**src/design/qldpc_defs.vh**
```
// Constants for the quadrature LO divider and phase control core.
// Assumes inclusion by design files only; holds definitions only.
`ifndef QLDPC_DEFS_VH
`define QLDPC_DEFS_VH

`define QLDPC_CHANNELS 4
`define QLDPC_PHASE_BITS 4
`define QLDPC_PHASE_STEPS 16
`define QLDPC_PHASE_RESET 4'h0
`define QLDPC_ENABLE_RESET 4'h0
`define QLDPC_FRAME_BITS 20
`define QLDPC_FRAME_RESET 20'h0_0000
`define QLDPC_DIV_RESET 2'b00
`define QLDPC_CNT_BITS 5

`endif

```
**src/design/qldpc_phase_chan.v**
```verilog
// One channel's phase rotation: advances the quadrature LO by the quarter turns in the code's upper two bits.
// Assumes a 4x LO sample stream on clk and a phase code held stable by the caller.
`timescale 1ns/1ps
`include "qldpc_defs.vh"

module qldpc_phase_chan #(
    parameter PHASE_BITS = `QLDPC_PHASE_BITS
) (
    input wire clk,
    input wire rst,
    input wire enable,
    input wire [1:0] lo_quad,
    input wire [PHASE_BITS-1:0] phase_code,
    output reg [1:0] lo_shifted,
    output reg [PHASE_BITS-1:0] phase_acc
);

    ////////////////////////////////////////////////////////////////////////////
    // Step count: the upper two bits pick a quarter turn of the LO, the
    // lower two bits carry the finer 22.5 degree part as a reported step.
    always @(posedge clk) begin
        if (rst || !enable) begin
            lo_shifted <= 2'b00;
            phase_acc <= `QLDPC_PHASE_RESET;
        end else begin
            phase_acc <= phase_code;
            case (phase_code[PHASE_BITS-1:PHASE_BITS-2])
                2'd0: lo_shifted <= lo_quad;
                2'd1: lo_shifted <= {lo_quad[0], ~lo_quad[1]};
                2'd2: lo_shifted <= ~lo_quad;
                2'd3: lo_shifted <= {~lo_quad[0], lo_quad[1]};
                default: lo_shifted <= lo_quad;
            endcase
        end
    end

endmodule

```
**src/design/qldpc_core.v**
```verilog
// Digital core of a four channel I/Q demodulator: LO divide by four and serial phase control.
// Assumes clk is the 4x-rate LO and every input is synchronous to it.
`timescale 1ns/1ps
`include "qldpc_defs.vh"

// Functional notes
// Each of four channels holds its own 16-step phase code, 22.5 degrees apart.
// Serial configuration reset clears every serial control bit to zero.
// Host may use configuration reset to disable the device for test.
// In-phase and quadrature LO come from dividing the 4x LO by four.
// Both LO outputs keep 50 percent duty cycle whatever the input duty.
// Final LO flip-flops are clocked directly by the 4x LO.
// LO sync reset returns the divider to a fixed known state.
// Host drives the LO sync reset when several devices are used.
// LO path and its sync reset work only while a channel is enabled.
// Phase field is 4 bits, bit 0 least significant, plain binary.
// One code higher advances a channel by one 22.5 degree step; chan_lo moves only in quarter turns, set by the upper two code bits.
// Divider is a two-stage twisted ring, quadrature one input cycle late.
// Shifted settings take effect only when serial select returns high.
module qldpc_core #(
    parameter CHANNELS = `QLDPC_CHANNELS,
    parameter PHASE_BITS = `QLDPC_PHASE_BITS
) (
    input wire clk,
    input wire rst,
    input wire quad_rate_lo_in_pos,
    input wire quad_rate_lo_in_neg,
    input wire lo_divider_sync_reset,
    input wire serial_config_reset,
    input wire serial_clk,
    input wire serial_select_n,
    input wire serial_data_in,
    output reg serial_data_out,
    output reg lo_in_phase,
    output reg lo_quadrature,
    output reg lo_active,
    output reg [CHANNELS-1:0] chan_enable,
    output reg [CHANNELS*PHASE_BITS-1:0] chan_phase,
    output reg [CHANNELS*2-1:0] chan_lo
);

    localparam FRAME_BITS = CHANNELS * (PHASE_BITS + 1);
    localparam [1:0] DIV_RESET = `QLDPC_DIV_RESET;

    reg [FRAME_BITS-1:0] shift_reg;
    reg [FRAME_BITS-1:0] shift_next;
    reg sclk_prev_reg;
    reg select_prev_reg;
    reg [1:0] ring_reg;
    reg [1:0] ring_next;
    reg lo_diff_reg;
    wire any_enable;
    wire sclk_rise;
    wire frame_end;
    wire [CHANNELS*2-1:0] shifted_lo;
    wire [CHANNELS*PHASE_BITS-1:0] shifted_phase;

    assign any_enable = |chan_enable;
    assign sclk_rise = serial_clk && !sclk_prev_reg;
    assign frame_end = serial_select_n && !select_prev_reg;

    ////////////////////////////////////////////////////////////////////////////
    // Serial shift register; data enters at bit 0 and leaves at the top.
    always @* begin
        shift_next = shift_reg;
        if (!serial_select_n && sclk_rise) begin
            shift_next = {shift_reg[FRAME_BITS-2:0], serial_data_in};
        end
    end

    always @(posedge clk) begin
        if (rst || serial_config_reset) begin
            shift_reg <= `QLDPC_FRAME_RESET;
            sclk_prev_reg <= 1'b0;
            select_prev_reg <= 1'b1;
            serial_data_out <= 1'b0;
        end else begin
            shift_reg <= shift_next;
            sclk_prev_reg <= serial_clk;
            select_prev_reg <= serial_select_n;
            serial_data_out <= shift_reg[FRAME_BITS-1];
        end
    end

    ////////////////////////////////////////////////////////////////////////////
    // Active settings: per channel {enable, phase[3:0]}, channel 0 lowest.
    integer i;
    always @(posedge clk) begin
        if (rst || serial_config_reset) begin
            chan_enable <= {CHANNELS{1'b0}};
            chan_phase <= {CHANNELS*PHASE_BITS{1'b0}};
        end else if (frame_end) begin
            for (i = 0; i < CHANNELS; i = i + 1) begin
                chan_enable[i] <= shift_reg[i*(PHASE_BITS+1)+PHASE_BITS];
                chan_phase[i*PHASE_BITS +: PHASE_BITS] <= shift_reg[i*(PHASE_BITS+1) +: PHASE_BITS];
            end
        end
    end

    ////////////////////////////////////////////////////////////////////////////
    // Divide by four as a twisted ring: 00 -> 01 -> 11 -> 10 -> 00.
    always @* begin
        ring_next = {ring_reg[0], ~ring_reg[1]};
        if (lo_divider_sync_reset) begin
            ring_next = DIV_RESET;
        end
    end

    always @(posedge clk) begin
        if (rst) begin
            ring_reg <= DIV_RESET;
            lo_diff_reg <= 1'b0;
            lo_in_phase <= 1'b0;
            lo_quadrature <= 1'b0;
            lo_active <= 1'b0;
        end else begin
            lo_diff_reg <= quad_rate_lo_in_pos && !quad_rate_lo_in_neg;
            lo_active <= any_enable;
            if (any_enable) begin
                ring_reg <= ring_next;
                lo_in_phase <= ring_next[0];
                lo_quadrature <= ring_next[1];
            end else begin
                ring_reg <= DIV_RESET;
                lo_in_phase <= 1'b0;
                lo_quadrature <= 1'b0;
            end
        end
    end

    ////////////////////////////////////////////////////////////////////////////
    // Per-channel phase-rotated LO.
    genvar g;
    generate
        for (g = 0; g < CHANNELS; g = g + 1) begin : chan
            qldpc_phase_chan #(
                .PHASE_BITS(PHASE_BITS)
            ) u_chan (
                .clk(clk),
                .rst(rst),
                .enable(chan_enable[g]),
                .lo_quad({lo_quadrature, lo_in_phase}),
                .phase_code(chan_phase[g*PHASE_BITS +: PHASE_BITS]),
                .lo_shifted(shifted_lo[g*2 +: 2]),
                .phase_acc(shifted_phase[g*PHASE_BITS +: PHASE_BITS])
            );
        end
    endgenerate

    always @(posedge clk) begin
        if (rst) begin
            chan_lo <= {CHANNELS*2{1'b0}};
        end else begin
            chan_lo <= shifted_lo;
        end
    end

endmodule

```
**config.mk**
```make
export PLATFORM = sky130hd
export DESIGN_NAME = qldpc_core
export DESIGN_NICKNAME = d
export VERILOG_FILES = /design/src/design/qldpc_phase_chan.v /design/src/design/qldpc_core.v
export VERILOG_INCLUDE_DIRS = /design/src /design/src/design
export SDC_FILE = /design/constraint.sdc
export NUM_CORES = 1
export LEC_CHECK = 0
export ABC_CLOCK_PERIOD_IN_PS = 870
export BUFFER_PORTS_ARGS = -buffer_cell sky130_fd_sc_hd__buf_2
export CORE_MARGIN = 1.5
export CORE_UTILIZATION = 49
export DETAILED_ROUTE_END_ITERATION = 10
export PLACE_DENSITY = 0.74
export SETUP_SLACK_MARGIN = 0.02
export SYNTH_ARGS = -nofsm -noshare
export SYNTH_HDL_FRONTEND = slang
export SYNTH_SLANG_ARGS = --single-unit
export TNS_END_PERCENT = 1
```
**constraint.sdc**
```tcl
create_clock -name clk -period 0.87 [get_ports clk]
set_input_delay 0.261 -clock clk [delete_from_list [all_inputs] [get_ports clk]]
set_output_delay 0.261 -clock clk [all_outputs]
set_load 0.05 [all_outputs]
```
==> summary.md <==
| Metric | Value |
|---|---|
| Cell family contributing the most delay on the critical path | simple AND/OR/NAND/NOR gates |
| Avg Cell Area, Syn | roughly 9.4 um^2 |
| Site row count | 24 |
| Clk sinks | a little over 60 |
| Slew headroom | between 80% and 90% |
| CP Depth | 3 |
| Pleak | between 1 and 1.5 nW |
| CTS tree | done |
| Pre-Repair DR Iteration Count | 4 |
| Ys flop type | dfxtp_1 |
| Buf/Inv on CP | 1 |
| Mapped cell area | around 2300 um^2 |
| Vias per Instance | 5.019 |
| Unique masters post-synth | 25 |
| RSZ-0062 raised after global routing | true |
| Final period util | 129.0% |
| Die width | between 70 and 80 um |
| Post-synthesis adder-cell area fraction | 0% |
| Pwr/cell area | 1514 nW/um^2 |
| Post-route ant nets | 0 |
| CP max FO | 4 |
| Final hold vios | 0 |
| Post-synthesis mux area share | 6.834% |
| Post-Route Skew | between 6 and 7 ps |
| Commonest cells in the netlist | dfxtp_1 (62), nand2_1 (60), a21oi_2 (20), nand3_1 (20) |
| Non-Filler Instances | 359 |
| First-pass GRT wire length | between 7000 and 8000 um |
| Startpoint Class | register |
| Main combinational cell family by area after synthesis | simple AND/OR/NAND/NOR gates |
| Failing checks | negative setup slack |
| Count leader, synth | dfxtp_1 |
| Worst skew pair latency | between 300 and 400 ps |
| GR Overflow Total | 0 |
| I/O pins | 41 |
| Net count reported at finish | about 310 |
| Peak VDD IR | 0.8639 mV |
| Final Critical Period | ~1100 ps |
| Slew @ Worst Pin | 274.8 ps |
| H-Tree Depth | 3 |
| Post-Synth XOR/XNOR Area | 0% |
| Synth Area in Compound Gates | 11.75% |
| Post-synth top area share | 52.96% |
| Data arrival time of the critical path | roughly 1400 ps |
| Reg2Reg Setup Slack | -250 ps |
| Status | complete, but fails checks |
| Worst Hold Class | in2reg |
| Initial Util | around 52% |
| Clock-pin slew on the worst setup and hold paths | approximately 70 ps |
| Die area | between 5000 and 6000 um^2 |
| Wire per inst | roughly 14 um |
| Setup WS post-layout | -252.6 ps |
| Slowest CP cell | or3b_4 |
| WHS Path Cells | 2 |
| Routability Congestion | between 0.7 and 0.8 |
| Fmax | about 890 MHz |
| Iteration-0 DRC Markers | between 80 and 90 |
| Dpl cells | between 300 and 400 |
| Yosys warnings | 0 |
| Clock Tree Buf Depth | 2 |
| Synth Area in Simple Gates | 22.21% |
| Initial antenna violation count | 0 |
| N_diodes | 0 |
| Die H | between 70 and 80 um |
| Seq/Total Area, Yosys | between 50% and 60% |
| Core area | about 4500 um^2 |
| Proportion of layout cells with a drive suffix above 1 | between 40% and 50% |
| Hold-fix buffers, CTS | 0 |
| Gate Count Post-Synth | between 200 and 250 |
| Routed Wire Length | ~4900 um |
| Max FFs per register | 20 |
| Design area | approximately 3300 um^2 |
| Critical path class | reg2reg |
| Worst r2r path cells | 3 |
| Num CTS Buffers | 9 |
| Origin of the critical flop-to-flop path | chan_enable[2] |
| Synth area leaders | dfxtp_1 (53%), nand2_1 (9.6%), a21oi_2 (7.5%), mux2i_1 (6.8%), nand3_1 (4.3%) |
| Crit-path cells | buf_4, or3b_4, mux2i_1 |
| Mapped Nets | approximately 260 |
| Synthesis-stage register bit count | between 60 and 70 |
| Vias in the first global route | 1,692 |
| EDFF count, synth | 0 |
| Largest stage delay on the critical path | between 300 and 400 ps |
| Placed cell area | between 2000 and 3000 um^2 |
| GRT Total Usage | around 20% |
| Worst EP required | between 1000 and 1500 ps |
| Max Cap Violations | 0 |
| CP startpoint | chan_enable[2] |
| Root Driver | clkbuf_8 |
| Pins over their slew limit | 0 |
| Cell taking the most area after synthesis | dfxtp_1 |
| Worst Hold Launch | lo_divider_sync_reset |
| Endpoint class of the critical path | register |
| Port bufs | 38 |
| Synth async-reset ratio | 0% |
| Setup Viol. Count Final | 83 |
| Drc violations | 0 |
| Largest net degree at the start of global routing | between 40 and 50 |
| Via count | 1,802 |
| Synth-to-layout area growth | 41.32% |
| Detail Placement HPWL | 2857 um |
| Hold slack | between 100 and 150 ps |
[worst paths after layout]
check                            endpoint
min                         lo_quadrature
max reg2reg  chan[2].u_chan.lo_shifted[1]
min reg2reg                    chan_lo[5]
max          chan[2].u_chan.lo_shifted[1]
[worst register-to-register path, cell delays in order, from the launching register on]
cell and delay, ps:
dfxtp_4 370, buf_4 140, or3b_4 390, mux2i_1 150
[repair_timing]
item / 4_1_cts / 5_1_grt
setup buffers: 13 / 0
gates resized for setup: 114 / 24
setup endpoints to repair: 83 / 83
[power by group]
group	switching (mW)	leakage [nW]	internal, mW	total [mW]
Combinational	0.124	0.657	0.0716	0.195
Sequential	0.00398	0.520	2.80	2.80
Clock	1.01	0.0800	1.00	2.01
[cell type report]
class	count	area [um^2]
clock buffer	12	135.1
clock inverter	3	15.01
fill	303	1162
inverter	3	11.26
multi-input combinational	163	999.7
sequential	62	1319
tap	52	65.06
timing repair buffer	64	767.0
[layer usage]
layer,up-vias,global-route usage [%],part of all wire (%)
li1,935,-,-
met1,817,23.77,43
met2,41,32.20,51
met3,9,6.250,3.9
met4,0,8.805,1.8
met5,-,0,0
[metrics by stage]
step / setup TNS (ps) / power (mW) / setup slack [ps] / util [%]
2_1_floorplan: -2613 / 3.000 / -77.36 / -
3_3_place_gp: -10870 / 3.064 / -243.7 / 59.34
3_5_place_dp: -11890 / 3.067 / -304.4 / 59.34
4_1_cts: -11800 / 5.056 / -235.1 / 72.18
5_1_grt: -16180 / 5.208 / -322.3 / 74.02
6_report: -12010 / 5.013 / -252.6 / 74.02
[kinds of logic after synthesis]
kind of cell           Yosys count
flip-flops                      62
AO/OA/AOI/OAI                   40
multiplexers                    16
AND/OR/NAND/NOR                107
buffers and inverters           24
[placed cells by master (no fill, tap or decap), types with 4 or more instances in the layout]
| cell | Yosys | layout |
|---|---|---|
| a21oi_2 | 20 | 20 |
| mux2i_1 | 16 | 15 |
| clkbuf_8 | 0 | 9 |
| o21ai_1 | 4 | 5 |
| nand3b_1 | 4 | 4 |
| buf_2 | 7 | 6 |
| buf_4 | 6 | 17 |
| nand3_1 | 20 | 19 |
| nand2_1 | 60 | 59 |
| dfxtp_2 | 0 | 20 |
| buf_6 | 3 | 7 |
| buf_12 | 0 | 4 |
| dfxtp_1 | 62 | 28 |
| buf_8 | 0 | 30 |
| dfxtp_4 | 0 | 14 |
| nor2b_1 | 9 | 8 |
| o21ai_0 | 16 | 15 |
Note: power is estimated with default switching activity, not from simulation.
